==> src/verilog/cdcr_params.svh <==
// Purpose: Offsets, field positions and reset values of the card/device control bank
// Assumes: 32-bit AXI4-Lite data, registers in the low byte of each word
// Notes:   Printed offsets are register indexes; byte address is four times the index
`ifndef CDCR_PARAMS_SVH
`define CDCR_PARAMS_SVH

`define CDCR_IDX_CARD_CTRL  8'h91
`define CDCR_IDX_DEV_CTRL   8'h92
`define CDCR_ADDR_CARD_CTRL 12'h244
`define CDCR_ADDR_DEV_CTRL  12'h248
`define CDCR_ADDR_IRQ_STAT  12'h300
`define CDCR_ADDR_IRQ_MASK  12'h304
`define CDCR_ADDR_SKT_PWR   12'h308
`define CDCR_ADDR_SKT_STAT  12'h30c

`define CDCR_RST_CARD_CTRL  8'h00
`define CDCR_RST_DEV_CTRL   8'h66
`define CDCR_DEV_WR_MASK    8'hef
`define CDCR_RST_SYNC       5'h10

`define CDCR_CC_RING        7
`define CDCR_CC_AUDIO       2
`define CDCR_CC_SPK         1
`define CDCR_CC_FLAG        0
`define CDCR_DC_LOCK        7
`define CDCR_DC_LV          6
`define CDCR_DC_RSVD        4
`define CDCR_DC_MODE_LSB    1

`define CDCR_MULTIFUNCTION_TERMINAL_AUDIO    4'h8
`define CDCR_EV_CARD        0
`define CDCR_EV_PWR_REFUSED 1
`define CDCR_EV_W           2

`define CDCR_SY_CARD_IRQ    0
`define CDCR_SY_RING        1
`define CDCR_SY_SPK         2
`define CDCR_SY_AUDIO       3
`define CDCR_SY_GLOBAL_RESET_PIN        4

`define CDCR_RESP_OKAY      2'h0
`define CDCR_RESP_SLVERR    2'h2

`endif

==> src/verilog/cdcr_pkg.sv <==
// Purpose: Types of the card/device control bank
// Assumes: Nothing beyond SystemVerilog
// Notes:   Constants live in cdcr_params.svh
package cdcr_pkg;

  typedef enum logic [1:0] {
    CDCR_MODE_PARALLEL = 2'h0,
    CDCR_MODE_RSVD     = 2'h1,
    CDCR_MODE_SER_PAR  = 2'h2,
    CDCR_MODE_SERIAL   = 2'h3
  } cdcr_interrupt_signaling_select_t;

  typedef enum logic [2:0] {
    CDCR_SEL_NONE,
    CDCR_SEL_CARD,
    CDCR_SEL_DEV,
    CDCR_SEL_ISTAT,
    CDCR_SEL_IMASK,
    CDCR_SEL_SKTPWR,
    CDCR_SEL_SKTSTAT
  } cdcr_sel_t;

endpackage

==> src/verilog/cdcr_regs.sv <==
// Purpose: Card control and device control registers behind an AXI4-Lite slave
// Assumes: aclk 200 MHz; global_reset_n is an asynchronous pin, synchronised here
// Notes:   Sticky bits follow only the global reset pin, never aresetn
//
// Local design decision: the AXI4-Lite slave port.
`include "cdcr_params.svh"
`timescale 1ns/1ps
`default_nettype none

module cdcr_regs
#(
  parameter int ADDR_W = 12
)
(
  input  wire logic                  aclk,
  input  wire logic                  aresetn,
  input  wire logic                  global_reset_n,
  input  wire logic [ADDR_W-1:0]     s_axi_awaddr,
  input  wire logic                  s_axi_awvalid,
  output logic                       s_axi_awready,
  input  wire logic [31:0]           s_axi_wdata,
  input  wire logic [3:0]            s_axi_wstrb,
  input  wire logic                  s_axi_wvalid,
  output logic                       s_axi_wready,
  output logic [1:0]                 s_axi_bresp,
  output logic                       s_axi_bvalid,
  input  wire logic                  s_axi_bready,
  input  wire logic [ADDR_W-1:0]     s_axi_araddr,
  input  wire logic                  s_axi_arvalid,
  output logic                       s_axi_arready,
  output logic [31:0]                s_axi_rdata,
  output logic [1:0]                 s_axi_rresp,
  output logic                       s_axi_rvalid,
  input  wire logic                  s_axi_rready,
  input  wire logic                  card_func_irq,
  input  wire logic                  card_ring_in,
  input  wire logic                  card_speaker_in,
  input  wire logic                  card_audio_in,
  input  wire logic                  d3_state,
  input  wire logic [3:0]            multifunction_terminal_route_code,
  output logic                       ring_indicate_output,
  output logic                       ring_indicate_oe_n,
  output logic                       speaker_output_pin,
  output logic                       speaker_output_oe_n,
  output logic                       multifunction_terminal,
  output logic                       multifunction_oe_n,
  output logic                       socket_power_on,
  output logic                       low_voltage_capable,
  output cdcr_pkg::cdcr_interrupt_signaling_select_t    interrupt_signaling_select,
  output logic                       irq
);
  import cdcr_pkg::*;

  logic [4:0]             sync1_q;
  logic [4:0]             sync2_q;
  logic                   global_reset_pin_n;
  logic [7:0]             card_ctrl_q;
  logic [7:0]             dev_ctrl_q;
  logic [`CDCR_EV_W-1:0]  istat_q;
  logic [`CDCR_EV_W-1:0]  imask_q;
  logic                   skt_pwr_q;
  logic [ADDR_W-1:0]      awaddr_q;
  logic                   aw_hold_q;
  logic [31:0]            wdata_q;
  logic [3:0]             wstrb_q;
  logic                   w_hold_q;
  logic                   wr_go;
  cdcr_sel_t              wr_sel;
  cdcr_sel_t              rd_sel;
  logic                   rd_go;
  logic                   card_set;
  logic                   flag_clr;
  logic                   pwr_off_req;
  logic                   pwr_refused;
  logic [`CDCR_EV_W-1:0]  events;

  function automatic cdcr_sel_t dec(input logic [ADDR_W-1:0] a);
    case (a)
      `CDCR_ADDR_CARD_CTRL: dec = CDCR_SEL_CARD;
      `CDCR_ADDR_DEV_CTRL:  dec = CDCR_SEL_DEV;
      `CDCR_ADDR_IRQ_STAT:  dec = CDCR_SEL_ISTAT;
      `CDCR_ADDR_IRQ_MASK:  dec = CDCR_SEL_IMASK;
      `CDCR_ADDR_SKT_PWR:   dec = CDCR_SEL_SKTPWR;
      `CDCR_ADDR_SKT_STAT:  dec = CDCR_SEL_SKTSTAT;
      default:              dec = CDCR_SEL_NONE;
    endcase
  endfunction

  // Pin synchronisers
  // No bus reset here: a reset value
  // Would mask the global reset pin
  always_ff @(posedge aclk)
  begin
    sync1_q <= {global_reset_n, card_audio_in, card_speaker_in, card_ring_in, card_func_irq};
    sync2_q <= sync1_q;
  end

  assign global_reset_pin_n = sync2_q[`CDCR_SY_GLOBAL_RESET_PIN];

  // Write channel capture
  assign wr_go = aw_hold_q && w_hold_q && !s_axi_bvalid;
  assign wr_sel = dec(awaddr_q);

  always_ff @(posedge aclk)
  begin
    if (!aresetn)
    begin
      aw_hold_q     <= 1'b0;
      w_hold_q      <= 1'b0;
      awaddr_q      <= '0;
      wdata_q       <= 32'h0;
      wstrb_q       <= 4'h0;
      s_axi_awready <= 1'b1;
      s_axi_wready  <= 1'b1;
      s_axi_bvalid  <= 1'b0;
      s_axi_bresp   <= `CDCR_RESP_OKAY;
    end
    else
    begin
      if (s_axi_awvalid && s_axi_awready)
      begin
        aw_hold_q     <= 1'b1;
        awaddr_q      <= s_axi_awaddr;
        s_axi_awready <= 1'b0;
      end
      if (s_axi_wvalid && s_axi_wready)
      begin
        w_hold_q     <= 1'b1;
        wdata_q      <= s_axi_wdata;
        wstrb_q      <= s_axi_wstrb;
        s_axi_wready <= 1'b0;
      end
      if (wr_go)
      begin
        aw_hold_q    <= 1'b0;
        w_hold_q     <= 1'b0;
        s_axi_bvalid <= 1'b1;
        s_axi_bresp  <= (wr_sel == CDCR_SEL_NONE) ? `CDCR_RESP_SLVERR : `CDCR_RESP_OKAY;
      end
      if (s_axi_bvalid && s_axi_bready)
      begin
        s_axi_bvalid  <= 1'b0;
        s_axi_awready <= 1'b1;
        s_axi_wready  <= 1'b1;
      end
    end
  end

  // Read channel
  assign rd_go = s_axi_arvalid && s_axi_arready;
  assign rd_sel = dec(s_axi_araddr);

  always_ff @(posedge aclk)
  begin
    if (!aresetn)
    begin
      s_axi_arready <= 1'b1;
      s_axi_rvalid  <= 1'b0;
      s_axi_rdata   <= 32'h0;
      s_axi_rresp   <= `CDCR_RESP_OKAY;
    end
    else if (rd_go)
    begin
      s_axi_arready <= 1'b0;
      s_axi_rvalid  <= 1'b1;
      s_axi_rresp   <= `CDCR_RESP_OKAY;
      case (rd_sel)
        CDCR_SEL_CARD:    s_axi_rdata <= {24'h0, card_ctrl_q};
        CDCR_SEL_DEV:     s_axi_rdata <= {24'h0, dev_ctrl_q & `CDCR_DEV_WR_MASK};
        CDCR_SEL_ISTAT:   s_axi_rdata <= {30'h0, istat_q};
        CDCR_SEL_IMASK:   s_axi_rdata <= {30'h0, imask_q};
        CDCR_SEL_SKTPWR:  s_axi_rdata <= {31'h0, skt_pwr_q};
        CDCR_SEL_SKTSTAT: s_axi_rdata <= {30'h0, d3_state, skt_pwr_q};
        default:
        begin
          s_axi_rdata <= 32'h0;
          s_axi_rresp <= `CDCR_RESP_SLVERR;
        end
      endcase
    end
    else if (s_axi_rvalid && s_axi_rready)
    begin
      s_axi_rvalid  <= 1'b0;
      s_axi_arready <= 1'b1;
    end
  end

  assign card_set = sync2_q[`CDCR_SY_CARD_IRQ];
  assign flag_clr = wr_go && wr_sel == CDCR_SEL_CARD && wstrb_q[0] && wdata_q[`CDCR_CC_FLAG];

  // sticky bits follow global reset only
  always_ff @(posedge aclk)
  begin
    if (!global_reset_pin_n)
    begin
      card_ctrl_q <= `CDCR_RST_CARD_CTRL;
      dev_ctrl_q  <= `CDCR_RST_DEV_CTRL;
    end
    else
    begin
      if (wr_go && wr_sel == CDCR_SEL_CARD && wstrb_q[0])
        card_ctrl_q[7:1] <= wdata_q[7:1];
      if (card_set)
        card_ctrl_q[`CDCR_CC_FLAG] <= 1'b1;
      else if (flag_clr)
        card_ctrl_q[`CDCR_CC_FLAG] <= 1'b0;
      if (wr_go && wr_sel == CDCR_SEL_DEV && wstrb_q[0])
        dev_ctrl_q <= wdata_q[7:0] & `CDCR_DEV_WR_MASK;
    end
  end

  assign pwr_off_req = wr_go && wr_sel == CDCR_SEL_SKTPWR && wstrb_q[0] && !wdata_q[0];
  assign pwr_refused = pwr_off_req && dev_ctrl_q[`CDCR_DC_LOCK] && d3_state;

  always_ff @(posedge aclk)
  begin
    if (!aresetn)
      skt_pwr_q <= 1'b1;
    else if (wr_go && wr_sel == CDCR_SEL_SKTPWR && wstrb_q[0] && !pwr_refused)
      skt_pwr_q <= wdata_q[0];
  end

  // Interrupt status, cleared by read
  assign events = {pwr_refused, card_set && !card_ctrl_q[`CDCR_CC_FLAG]};

  always_ff @(posedge aclk)
  begin
    if (!aresetn)
    begin
      istat_q <= '0;
      imask_q <= '0;
      irq     <= 1'b0;
    end
    else
    begin
      istat_q <= ((rd_go && rd_sel == CDCR_SEL_ISTAT) ? '0 : istat_q) | events;
      if (wr_go && wr_sel == CDCR_SEL_IMASK && wstrb_q[0])
        imask_q <= wdata_q[`CDCR_EV_W-1:0];
      irq <= |(istat_q & imask_q);
    end
  end

  // Pin and control outputs
  always_ff @(posedge aclk)
  begin
    if (!aresetn)
    begin
      ring_indicate_output       <= 1'b0;
      ring_indicate_oe_n         <= 1'b1;
      speaker_output_pin         <= 1'b0;
      speaker_output_oe_n        <= 1'b1;
      multifunction_terminal     <= 1'b0;
      multifunction_oe_n         <= 1'b1;
      socket_power_on            <= 1'b1;
      low_voltage_capable        <= 1'b1;
      interrupt_signaling_select <= CDCR_MODE_SERIAL;
    end
    else
    begin
      ring_indicate_output <= sync2_q[`CDCR_SY_RING] && card_ctrl_q[`CDCR_CC_RING];
      ring_indicate_oe_n   <= !card_ctrl_q[`CDCR_CC_RING];
      speaker_output_pin   <= sync2_q[`CDCR_SY_SPK] && card_ctrl_q[`CDCR_CC_SPK];
      speaker_output_oe_n  <= !card_ctrl_q[`CDCR_CC_SPK];
      if (!card_ctrl_q[`CDCR_CC_AUDIO] && multifunction_terminal_route_code == `CDCR_MULTIFUNCTION_TERMINAL_AUDIO)
      begin
        multifunction_terminal <= sync2_q[`CDCR_SY_AUDIO];
        multifunction_oe_n     <= 1'b0;
      end
      else
      begin
        multifunction_terminal <= 1'b0;
        multifunction_oe_n     <= 1'b1;
      end
      socket_power_on <= skt_pwr_q;
      low_voltage_capable <= dev_ctrl_q[`CDCR_DC_LV];
      interrupt_signaling_select <= cdcr_interrupt_signaling_select_t'(dev_ctrl_q[`CDCR_DC_MODE_LSB +: 2]);
    end
  end
endmodule

`default_nettype wire

==> config.mk <==
export PLATFORM = sky130hd
export DESIGN_NAME = cdcr_regs
export DESIGN_NICKNAME = d
export VERILOG_FILES = /design/src/verilog/cdcr_pkg.sv /design/src/verilog/cdcr_regs.sv
export VERILOG_INCLUDE_DIRS = /design/src /design/src/verilog
export SDC_FILE = /design/constraint.sdc
export NUM_CORES = 1
export LEC_CHECK = 0
export ABC_CLOCK_PERIOD_IN_PS = 1900
export BUFFER_PORTS_ARGS = -buffer_cell sky130_fd_sc_hd__buf_2
export CAP_MARGIN = 20
export CELL_PAD_IN_SITES_DETAIL_PLACEMENT = 2
export CELL_PAD_IN_SITES_GLOBAL_PLACEMENT = 2
export CORE_MARGIN = 2
export CORE_UTILIZATION = 27
export DETAILED_ROUTE_END_ITERATION = 8
export MAX_ROUTING_LAYER = met4
export PLACE_DENSITY = 0.8
export REMOVE_ABC_BUFFERS = 1
export SYNTH_ARGS = -nofsm -noshare
export SYNTH_HDL_FRONTEND = slang
export SYNTH_SLANG_ARGS = --single-unit
==> constraint.sdc <==
create_clock -name aclk -period 1.9 [get_ports aclk]
set_input_delay 0 -clock aclk [delete_from_list [all_inputs] [get_ports aclk]]
set_output_delay 0 -clock aclk [all_outputs]
set_load 0.1 [all_outputs]
==> parameters.txt, run 1 <==
Parameter                              Value

Layout
  Post-layout util ... 37.5%
  Area grow syn2layout ... 34.3%
  Fillcell total ... 1310
  Antenna fix cells ... 0
  Fraction of final layout cells sized beyond drive strength 1 ... 24.6%
  Final-stage net count ... 555
  Final std cell area, no fill ... 4320 um^2

Setup path
  Data required time at the worst endpoint ... 2.18 ns
  Dominant cell type by count on the critical path ... sky130_fd_sc_hd__dlygate4sd3_1
  Crit path largest cell delay ... 0.57 ns
  Kind of start point of the critical path ... input port
  Max FO, Critical Path ... 2
  WP buf/inv ... 3
  Worst Setup Path Type ... input port to flop
  WP data arrival ... 2.07 ns
  CP top delay family ... buffers and inverters
  Critical-path cell list ... dlygate4sd3_1 > buf_2 > or4b_1 > dlygate4sd3_1 > or3_1 > nor2_1
  Cell with the largest stage delay on the worst path ... sky130_fd_sc_hd__dlygate4sd3_1
  Worst setup EP type ... flop

Synthesis
  Number of library cell types mapped by synthesis ... 51
  Number of enable flip-flop cells after synthesis ... 0
  Part of the Yosys area used for sequential elements ... 49.2%
  Mapped Area ... 3220 um^2
  Instance count of the mapped netlist ... 362
  Proportion of netlist area held by the largest area contributor ... 49.2%
  Fraction of registers with async set or reset after synthesis ... 0%
  Yosys warning count ... 0
  Synth Flop Type ... sky130_fd_sc_hd__dfxtp_1
  Ranking of synthesized cells by instance count ... 79 x sky130_fd_sc_hd__dfxtp_1, 61 x sky130_fd_sc_hd__nand2_1, 40 x sky130_fd_sc_hd__a21oi_1, 28 x sky130_fd_sc_hd__buf_4, 26 x sky130_fd_sc_hd__nand3_1
  Register bit total from synthesis ... 79
  Cell with the most instances after synthesis ... sky130_fd_sc_hd__dfxtp_1
  Cell types with the largest area share after synthesis ... sky130_fd_sc_hd__dfxtp_1 49%, sky130_fd_sc_hd__nand2_1 7.1%, sky130_fd_sc_hd__buf_4 6.5%, sky130_fd_sc_hd__a21oi_1 6.2%, sky130_fd_sc_hd__nand3_1 4.0%
  Mean cell area of the mapped netlist ... 8.89 um^2
  Cell type with the largest total area after synthesis ... sky130_fd_sc_hd__dfxtp_1

Clocking
  Number of buffers on the longest clock path ... 2
  H-tree lvl count ... 3
  Root buffer selected by CTS ... sky130_fd_sc_hd__clkbuf_16
  Clock latency at the later pin of the worst-skew pair ... 0.34 ns
  Clock slew at reported path FFs ... 0.07 ns
  Total CTS buffers ... 9
  TritonCTS Sinks ... 79
  CTS tree ... yes

Global routing
  Pin count of the biggest net entering global routing ... 19
  Antenna violations before repair ... 0
  Vias in the first global route ... 3137
  First-pass GRT wire length ... 15800 um
  Overall global routing resource usage ... 16.0%
  Gr ovfl total ... 0

STA
  Highest achievable clock rate ... 0.558 GHz
  Clock period minus final worst setup slack ... 1.79 ns
  Final hold violation count ... 0
  Clock tree skew after final layout ... 0.0110 ns
  Final-report max-slew violation count ... 0
  Number of endpoints failing setup at the final stage ... 0
  RSZ-0062 raised after global routing ... false
  Post-Route Hold Slack ... 0.0387 ns
  Final cycle utilization of the critical path ... 94.3%
  Fin worst setup slack ... 0.108 ns

Floorplanning
  Y dimension of the die ... 113 um
  Site row count ... 39
  Top-Level Pins ... 129
  Die Wd ... 113 um
  Std-Cell Core Area ... 11500 um^2
  Die ar. ... 12800 um^2
  Starting density of the core ... 27.9%

Place
  PortBufs ... 75
  DP Worst Slack ... 0.207 ns
  HPWL after detailed placement ... 6620 um
  Routability congestion estimate from global placement ... 0.807
  Post-place instance area ... 3640 um^2

Route
  Overall via count from detail_route ... 2946
  Detailed-route wire length ... 9650 um
  Post-detailed-route via-to-cell ratio ... 4.71
  Average wire length per cell after detail routing ... 15.4 um
  Initial drt markers ... 85
  DRC errors left ... 8
  Number of iterations in the first detailed-routing pass ... 6
  Number of nets with antenna violations after detailed routing ... 0

Run
  MaxCap Viol Count ... 0

Run status
  Outcome ... complete, but fails checks
  Failing checks ... design-rule violations

Power
  Pwr Density ... 939 nW/um^2
  Overall power of the completed layout ... 4.06 mW
  Highest ir drop seen on vdd ... 0.327 mV
  Static Leak ... 1.75 nW

Min path
  Hold Path Class ... input port to flop
[final cells by class]
class	instances	area [um^2]	share of cell area, %
Clock buffer	10	239	5.53
Clock inverter	6	50.0	1.16
Inverter	7	30.0	0.695
Multi-Input combinational cell	260	1430	33.1
Sequential cell	79	1580	36.6
Tap cell	143	179	4.14
Timing Repair Buffer	121	811	18.8
[logic make-up after synthesis]
kind of cell / Yosys count / synth area share [%]
flip-flops: 79 / 49.2
AO/OA/AOI/OAI: 91 / 16.5
multiplexers: 3 / 1.01
AND/OR/NAND/NOR: 139 / 23.6
buffers and inverters: 48 / 9.30
XOR/XNOR: 1 / 0.272
other: 1 / 0.117
[worst reg2reg max path, cell delays in order (launching register included)]
cell                      delay [ns]
sky130_fd_sc_hd__dfxtp_1        0.34
sky130_fd_sc_hd__nor4_4         0.40
sky130_fd_sc_hd__and4_1         0.49
sky130_fd_sc_hd__nand3_1        0.14
sky130_fd_sc_hd__a21oi_1        0.18
[power breakdown]
| part | internal (mW) | leakage, nW | total [mW] | switching (mW) |
|---|---|---|---|---|
| Sequential | 1.71 | 0.647 | 1.76 | 0.0481 |
| Combinational | 0.165 | 0.969 | 0.623 | 0.458 |
| Clock | 0.939 | 0.137 | 1.68 | 0.736 |
[state kept, by name, summed over array words and instances, names as in the netlist, 2 cells and up]
| name | count |
|---|---|
| sync1_q | 5 |
| interrupt_signaling_select | 2 |
| istat_q | 2 |
| awaddr_q | 12 |
| sync2_q | 5 |
| imask_q | 2 |
| dev_ctrl_q | 7 |
| s_axi_rdata | 8 |
| wdata_q | 8 |
| card_ctrl_q | 8 |
[per-layer routing]
metal	global-route usage [%]	routed length, um	vias to the layer above
met3	4.12	501	7
met5	-	0	-
met4	3.41	85	0
met2	27.8	4870	81
met1	18.7	4190	1425
li1	-	-	1433
[final timing paths]
path / depth (start not counted) / slack (ns) / end / startpoint
max reg2reg: 4 / 0.27 / dev_ctrl_q[7] / awaddr_q[0]
min reg2reg: 0 / 0.32 / sync2_q[4] / sync1_q[4]
min: 4 / 0.04 / s_axi_rdata[4] / s_axi_arvalid
max: 6 / 0.11 / multifunction_terminal / multifunction_terminal_route_code[2]
[timing repair]
action	CTS	global route
gates resized for setup	0	1
hold buffers	36	0
endpoints found under the setup margin	0	3
buffers inserted	0	4
hold endpoints to repair	34	0
[metrics by stage]
stage | TNS, ns | instances
after floorplan | -0.872 | 346
after global placement | 0 | 570
after detailed placement | 0 | 570
after CTS | 0 | 622
after global routing | 0 | 626
final | 0 | 626
[placed cells by master (no fill, tap or decap), types with 3 or more instances in the layout]
master	netlist	layout
sky130_fd_sc_hd__conb_1	1	26
sky130_fd_sc_hd__dlygate4sd3_1	0	36
sky130_fd_sc_hd__and3_1	3	3
sky130_fd_sc_hd__nor2_1	7	7
sky130_fd_sc_hd__nand2_1	61	61
sky130_fd_sc_hd__nand3_1	26	26
sky130_fd_sc_hd__o21ai_0	25	25
sky130_fd_sc_hd__nor2b_1	5	5
sky130_fd_sc_hd__nand2b_1	9	9
sky130_fd_sc_hd__and2_1	3	3
sky130_fd_sc_hd__buf_2	3	75
sky130_fd_sc_hd__clkinvlp_4	0	3
sky130_fd_sc_hd__a21oi_1	40	40
sky130_fd_sc_hd__inv_6	0	4
sky130_fd_sc_hd__buf_4	28	10
sky130_fd_sc_hd__a31oi_1	3	3
sky130_fd_sc_hd__o21ai_2	6	6
sky130_fd_sc_hd__clkbuf_16	0	9
sky130_fd_sc_hd__dfxtp_1	79	79
sky130_fd_sc_hd__a22oi_1	6	6
sky130_fd_sc_hd__nor3_1	4	4
sky130_fd_sc_hd__inv_1	6	5
No activity file was read; power rests on OpenSTA's default activity.
==> run 2, diff against run 1 <==
--- a/config.mk
+++ b/config.mk
@@ -11,6 +11,7 @@
 export CAP_MARGIN = 20
 export CELL_PAD_IN_SITES_DETAIL_PLACEMENT = 2
 export CELL_PAD_IN_SITES_GLOBAL_PLACEMENT = 2
+export CORE_ASPECT_RATIO = 1.2
 export CORE_MARGIN = 2
 export CORE_UTILIZATION = 27
 export DETAILED_ROUTE_END_ITERATION = 8
==> run 2 against run 1 <==
  * The flow now finishes without violations
  * Sequential share of layout area fell by 0.11 points
  * First-iteration DRC count fell by 1.2%
  * Non-clock buffer count fell by 5
  * Critical path depth did not move
  * Maximum frequency fell by 3.2%
  * Power rose by 3.9%
  * Clock power rose by 9.5%
  * Sequential power barely moved
  * Critical path type unchanged
  * Highest routed layer unchanged
==> parameters.txt, run 2 (synthesis gave the netlist of run 1 again) <==
Parameter                              Value

Global routing
  Gr ovfl total ... 0 (unchanged)
  Pin count of the biggest net entering global routing ... 22 (+3)
  First-pass GRT wire length ... 15600 um (-1.1%)
  Overall global routing resource usage ... 16.0% (-0.024 points)
  Vias in the first global route ... 3204 (+2.1%)
  Antenna violations before repair ... 0 (unchanged)

Layout
  Flip-flop count of the largest register, all copies and words added ... 12 (unchanged)
  Antenna fix cells ... 0 (unchanged)
  Area taken by multi-input logic gates ... 1430 um^2 (unchanged)
  Fillcell total ... 1283 (-2.1%)
  Most flop-heavy register ... awaddr_q
  Fraction of final layout cells sized beyond drive strength 1 ... 23.3% (-1.4 points)
  Area grow syn2layout ... 34.7%
  Most frequent cells in the layout ... 79 x sky130_fd_sc_hd__dfxtp_1, 75 x sky130_fd_sc_hd__buf_2, 61 x sky130_fd_sc_hd__nand2_1, 40 x sky130_fd_sc_hd__a21oi_1, 36 x sky130_fd_sc_hd__dlygate4sd3_1
  Post-layout util ... 37.5% (-0.058 points)
  Final std cell area, no fill ... 4330 um^2 (+0.29%)
  Most common library cell in the layout ignoring fill and taps ... sky130_fd_sc_hd__dfxtp_1
  Final-stage net count ... 550 (-0.90%)
  Flip-flop and latch area ... 1580 um^2 (unchanged)

Setup path
  Worst Setup Path Type ... input port to flop
  Worst setup path end ... multifunction_terminal
  Max FO, Critical Path ... 2 (unchanged)
  Cell with the largest stage delay on the worst path ... sky130_fd_sc_hd__dlygate4sd3_1
  Data required time at the worst endpoint ... 2.18 ns (about the same)
  Critical-path cell list ... dlygate4sd3_1 > buf_2 > or4b_1 > dlygate4sd3_1 > or3_1 > nor2_1
  Reg2Reg Depth ... 4 (unchanged)
  Crit path launch ... multifunction_terminal_route_code[1]
  Kind of start point of the critical path ... input port
  Dominant cell type by count on the critical path ... sky130_fd_sc_hd__dlygate4sd3_1
  Worst setup EP type ... flop
  Crit path largest cell delay ... 0.56 ns (about the same)
  R2R Setup Slk ... 0.16 ns (-0.11 ns)
  WP data arrival ... 2.13 ns (+0.06 ns)
  R2r startpoint ... awaddr_q[7]
  Terminus of the critical flop-to-flop path ... skt_pwr_q

Run status
  Outcome ... finished clean

Floorplanning
  Starting density of the core ... 27.8% (-0.12 points)
  Site row count ... 43 (+10%)
  Die Wd ... 104 um (-8.4%)
  Std-Cell Core Area ... 11600 um^2 (+0.45%)
  Die ar. ... 12800 um^2 (about the same)
  Top-Level Pins ... 129 (unchanged)
  Y dimension of the die ... 124 um (+9.2%)

Power
  Net switching component of the power ... 1.17 mW (-6.0%)
  Switch share ... 27.7% (-2.9 points)
  Clock network fraction of total power ... 43.6% (+2.3 points)
  Pwr Density ... 973 nW/um^2 (+3.6%)
  Overall power of the completed layout ... 4.22 mW (+3.9%)
  Combinational share of power ... 14.7% (-0.7 points)
  Highest ir drop seen on vdd ... 0.392 mV (+20%)
  Static Leak ... 1.76 nW (+0.30%)
  Internal Pwr Total ... 3.05 mW (+8.3%)
  Part of the total power dissipated in sequential elements ... 41.7% (-1.7 points)

Place
  Routability congestion estimate from global placement ... 0.814 (+0.84%)
  HPWL after detailed placement ... 6850 um (+3.5%)
  PortBufs ... 75 (unchanged)
  Post-place instance area ... 3660 um^2 (+0.62%)

Clocking
  Number of buffers on the longest clock path ... 2 (unchanged)
  Root buffer selected by CTS ... sky130_fd_sc_hd__clkbuf_16
  TritonCTS Sinks ... 79 (unchanged)
  H-tree lvl count ... 3 (unchanged)
  Setup fix buffers added after clock tree synthesis ... 0 (unchanged)
  Total CTS buffers ... 9 (unchanged)
  Clock slew at reported path FFs ... 0.06 ns (about the same)
  CTS tree ... yes
  Clock latency at the later pin of the worst-skew pair ... 0.34 ns (about the same)

Route
  Number of iterations in the first detailed-routing pass ... 4 (-2)
  Number of nets with antenna violations after detailed routing ... 0 (unchanged)
  Overall via count from detail_route ... 2914 (-1.1%)
  Average wire length per cell after detail routing ... 15.0 um (-2.9%)
  Initial drt markers ... 84 (-1.2%)
  Post-detailed-route via-to-cell ratio ... 4.60 (-2.3%)
  DRC errors left ... 0 (-8)
  Detailed-route wire length ... 9490 um (-1.7%)

STA
  Clock tree skew after final layout ... 0.00726 ns (-0.00377 ns)
  Clock period minus final worst setup slack ... 1.85 ns (+0.0583 ns)
  Highest achievable clock rate ... 0.541 GHz (-3.2%)
  Number of endpoints failing setup at the final stage ... 0 (unchanged)
  Final hold violation count ... 0 (unchanged)
  Slew at the pin with the worst max-slew slack ... 0.642 ns
  Final-report max-slew violation count ... 0 (unchanged)
  Final cycle utilization of the critical path ... 97.4% (+3.1 points)
  Final setup TNS ... 0 ns (unchanged)
  Headroom to the max-slew limit ... 57.2%
  RSZ-0062 raised after global routing ... false

Min path
  Hold Path Class ... input port to flop

Run
  MaxCap Viol Count ... 0 (unchanged)
==> run 2: cell types whose count changed in the layout (fill, tap and decap cells not counted), sizes merged <==
cell      delta
bufinv       +2
clkinv       +2
inv          -3
clkinvlp     -3
buf          -5
clkbuf       +1
==> run 2: how the worst min path moves through the flow <==
stage / startpoint / endpoint / cells after the start
after global routing: aresetn / speaker_output_oe_n / 3
after global placement: card_speaker_in / sync1_q[2] / 1
after CTS: aresetn / speaker_output_oe_n / 3
after detailed placement: card_speaker_in / sync1_q[2] / 1
final: aresetn / ring_indicate_oe_n / 3
after floorplan: card_func_irq / sync1_q[0] / 0
==> run 2: final cells by class <==
| type | count | share of cell area [%] |
|---|---|---|
| flip-flops and latches | 79 | 36.5 |
| multi-input cells | 260 | 33.0 |
| repair buffers | 116 | 18.1 |
| clock buffers | 11 | 5.60 |
| well taps | 157 | 4.53 |
| clock inverters | 4 | 1.62 |
| inverters | 7 | 0.606 |
==> run 2: timing repair <==
| item | 4_1_cts | 5_1_grt |
|---|---|---|
| resized for setup | 0 | 0 |
| hold buffers | 36 | 0 |
| endpoints found under the setup margin | 0 | 1 |
| hold endpoints to repair | 32 | 0 |
==> run 2: critical path: cells and delay by family <==
kind	cells	cell delay, ns
buffers and inverters	3	1.20
and+or+nand+nor	3	0.93
==> run 2: power groups by stage <==
stage	combinational [mW]	sequential (mW)	clock (mW)
3_3_place_gp	0.546	1.79	0
5_1_grt	0.660	1.77	1.95
3_5_place_dp	0.559	1.80	0
6_report	0.619	1.76	1.84
4_1_cts	0.619	1.76	1.89
2_1_floorplan	0.350	1.86	0
==> run 2: through the flow <==
step | setup slack [ns] | hold slack (ns) | instances
2_1_floorplan | -0.156 | 0.0277 | 346
3_3_place_gp | 0.240 | 0.104 | 583
3_5_place_dp | 0.163 | 0.105 | 583
4_1_cts | 0.0377 | 0.0513 | 634
5_1_grt | 0.000749 | 0.0742 | 634
6_report | 0.0499 | 0.0550 | 634
==> run 2: layer usage <==
layer / track usage, % / wire length (um)
met3: 4.34 / 407
met5: - / 0
met1: 16.7 / 4010
met4: 5.57 / 144
met2: 29.4 / 4930
==> run 3, diff against run 2 <==
==> constraint.sdc (replaced) <==
create_clock -name aclk -period 1.9 [get_ports aclk]
set_input_delay 0.38 -clock aclk [delete_from_list [all_inputs] [get_ports aclk]]
set_output_delay 0.38 -clock aclk [all_outputs]
set_load 0.1 [all_outputs]
==> run 3 against run 2 <==
  * Sequential share of layout area is 3.7 points higher
  * Clock-buffer cell count grew 1
  * Cell count fell by 5.7%
  * Worst hold slack improved by 0.091 ns
  * First-iteration DRC count grew 14%
  * Sequential cell count unchanged
  * Die area unchanged
  * Clock skew shrank 0.0014 ns
  * Largest power group is now sequential cells
  * Sequential power is essentially flat
  * Combinational power is 11% lower
  * Non-clock buffer count shrank 37
==> parameters.txt, run 3 (synthesis gave the netlist of run 1 again) <==
Parameter                              Value

Layout
  Flip-flop and latch area ... 1580 um^2 (unchanged)
  Antenna fix cells ... 0 (unchanged)
  Area taken by multi-input logic gates ... 1430 um^2 (unchanged)
  Most frequent cells in the layout ... 79 x sky130_fd_sc_hd__dfxtp_1, 75 x sky130_fd_sc_hd__buf_2, 61 x sky130_fd_sc_hd__nand2_1, 40 x sky130_fd_sc_hd__a21oi_1
  Flip-flop count of the largest register, all copies and words added ... 12 (unchanged)
  Final-stage net count ... 513 (-6.7%)
  Area grow syn2layout ... 22.2%
  Most flop-heavy register ... awaddr_q
  Post-layout util ... 34.0% (-3.5 points)
  Most common library cell in the layout ignoring fill and taps ... sky130_fd_sc_hd__dfxtp_1
  Fillcell total ... 1355 (+5.6%)
  Fraction of final layout cells sized beyond drive strength 1 ... 24.9% (+1.7 points)

Min path
  Cell depth of the worst min-delay path ... 1 (-2)
  Origin of the worst min-delay path ... card_audio_in
  Hold Path Class ... input port to flop
  Worst-case hold path end point ... sync1_q[3]

Run status
  Outcome ... finished clean

Global routing
  Gr ovfl total ... 0 (unchanged)
  Antenna violations before repair ... 0 (unchanged)
  Pin count of the biggest net entering global routing ... 33 (+50%)
  First-pass GRT wire length ... 14500 um (-7.6%)
  Overall global routing resource usage ... 14.6% (-1.4 points)
  Vias in the first global route ... 2941 (-8.2%)

Power
  Highest ir drop seen on vdd ... 0.430 mV (+9.7%)
  Static Leak ... 1.59 nW (-9.4%)
  Pwr Density ... 1020 nW/um^2 (+4.6%)

STA
  Final setup TNS ... 0 ns (unchanged)
  Clock period minus final worst setup slack ... 1.77 ns (-0.0845 ns)
  Number of endpoints failing setup at the final stage ... 0 (unchanged)
  Final hold violation count ... 0 (unchanged)
  Final cycle utilization of the critical path ... 92.9% (-4.4 points)
  Clock tree skew after final layout ... 0.00586 ns (-0.00139 ns)
  RSZ-0062 raised after global routing ... false
  Highest achievable clock rate ... 0.566 GHz (+4.8%)
  Final-report max-slew violation count ... 0 (unchanged)

Clocking
  H-tree lvl count ... 3 (unchanged)
  Cts-stage hold buffer count ... 0 (-100%)
  CTS tree ... yes
  Total CTS buffers ... 9 (unchanged)
  Clock slew at reported path FFs ... 0.06 ns (about the same)
  Root buffer selected by CTS ... sky130_fd_sc_hd__clkbuf_16
  Number of buffers on the longest clock path ... 2 (unchanged)
  CTS-repair resized insts ... 0 (unchanged)
  Clock latency at the later pin of the worst-skew pair ... 0.33 ns (about the same)
  Setup fix buffers added after clock tree synthesis ... 0 (unchanged)
  TritonCTS Sinks ... 79 (unchanged)

Route
  Post-detailed-route via-to-cell ratio ... 4.55 (-1.1%)
  Overall via count from detail_route ... 2719 (-6.7%)
  Initial drt markers ... 96 (+14%)
  DRC errors left ... 0 (unchanged)
  Average wire length per cell after detail routing ... 14.6 um (-2.6%)
  Detailed-route wire length ... 8720 um (-8.2%)
  Number of iterations in the first detailed-routing pass ... 4 (unchanged)
  Number of nets with antenna violations after detailed routing ... 0 (unchanged)

Floorplanning
  Top-Level Pins ... 129 (unchanged)
  Starting density of the core ... 27.8% (unchanged)
  Y dimension of the die ... 124 um (unchanged)
  Die Wd ... 104 um (unchanged)
  Std-Cell Core Area ... 11600 um^2 (unchanged)
  Die ar. ... 12800 um^2 (unchanged)
  Site row count ... 43 (unchanged)

Run
  MaxCap Viol Count ... 0 (unchanged)

Setup path
  Worst setup EP type ... flop
  R2r startpoint ... awaddr_q[7]
  Terminus of the critical flop-to-flop path ... skt_pwr_q
  Max FO, Critical Path ... 8 (+6)
  Data required time at the worst endpoint ... 2.09 ns (-0.09 ns)
  R2R Setup Slk ... 0.13 ns (-0.03 ns)
  Reg2Reg Depth ... 4 (unchanged)
  Kind of start point of the critical path ... flop
  WP data arrival ... 1.96 ns (-0.17 ns)
  Worst Setup Path Type ... flop to flop

Place
  Routability congestion estimate from global placement ... 0.776 (-4.7%)
  PortBufs ... 75 (unchanged)
  HPWL after detailed placement ... 6650 um (-3.0%)
==> run 3: changes by cell type in the layout (fill, tap and decap cells not counted) <==
cell	change
sky130_fd_sc_hd__bufinv_16	-1
sky130_fd_sc_hd__dlygate4sd3_1	-36
sky130_fd_sc_hd__clkbuf_1	+1
sky130_fd_sc_hd__clkinv_2	+1
sky130_fd_sc_hd__buf_12	-1
==> run 3: how the worst max path moves through the flow <==
stage / startpoint / to / slack, ns / cells after the start
6_report: awaddr_q[7] / skt_pwr_q / 0.13 / 4
3_3_place_gp: awaddr_q[7] / skt_pwr_q / 0.22 / 4
2_1_floorplan: s_axi_arready / istat_q[1] / -0.16 / 4
3_5_place_dp: awaddr_q[7] / skt_pwr_q / 0.11 / 4
4_1_cts: awaddr_q[7] / skt_pwr_q / 0.10 / 4
5_1_grt: awaddr_q[0] / skt_pwr_q / 0.005 / 4
==> run 3: critical path: stages (launching register included) <==
cell and delay [ns]:
sky130_fd_sc_hd__dfxtp_1 0.33, sky130_fd_sc_hd__nor4b_4 0.41, sky130_fd_sc_hd__nand4_1 0.41, sky130_fd_sc_hd__o31ai_1 0.37, sky130_fd_sc_hd__nand3_1 0.11
==> run 3: per-layer routing <==
| metal | vias to the layer above | track usage, % | wire length [um] | share of wire (%) |
|---|---|---|---|---|
| li1 | 1348 | - | - | - |
| met3 | 9 | 4.13 | 412 | 4.7 |
| met5 | - | - | 0 | 0 |
| met1 | 1291 | 15.9 | 3780 | 43 |
| met4 | 0 | 4.05 | 91 | 1.0 |
| met2 | 71 | 26.4 | 4440 | 51 |
==> run 3: power by group <==
part	switching [mW]	total [mW]	internal, mW
clock	0.645	1.69	1.05
sequential	0.0454	1.76	1.71
combinational	0.442	0.550	0.109
==> run 3: through the flow <==
step                      setup slack (ns)  std cells  hold slack (ns)  power (mW)  cell area, um^2
final                                0.134        598            0.146        4.00             3930
after global routing               0.00495        598            0.135        4.17             3930
after CTS                            0.101        598            0.129        4.08             3930
after detailed placement             0.114        582            0.315        2.35             3640
after global placement               0.216        582            0.312        2.33             3640
after floorplan                     -0.156        346            0.310        2.21             3040
==> run 3: area by class of cell <==
type	count	area share, %
clock buffers	12	6.27
clock inverters	4	1.15
inverters	7	0.668
multi-input cells	260	36.4
flip-flops and latches	79	40.2
well taps	157	5.00
repair buffers	79	10.3
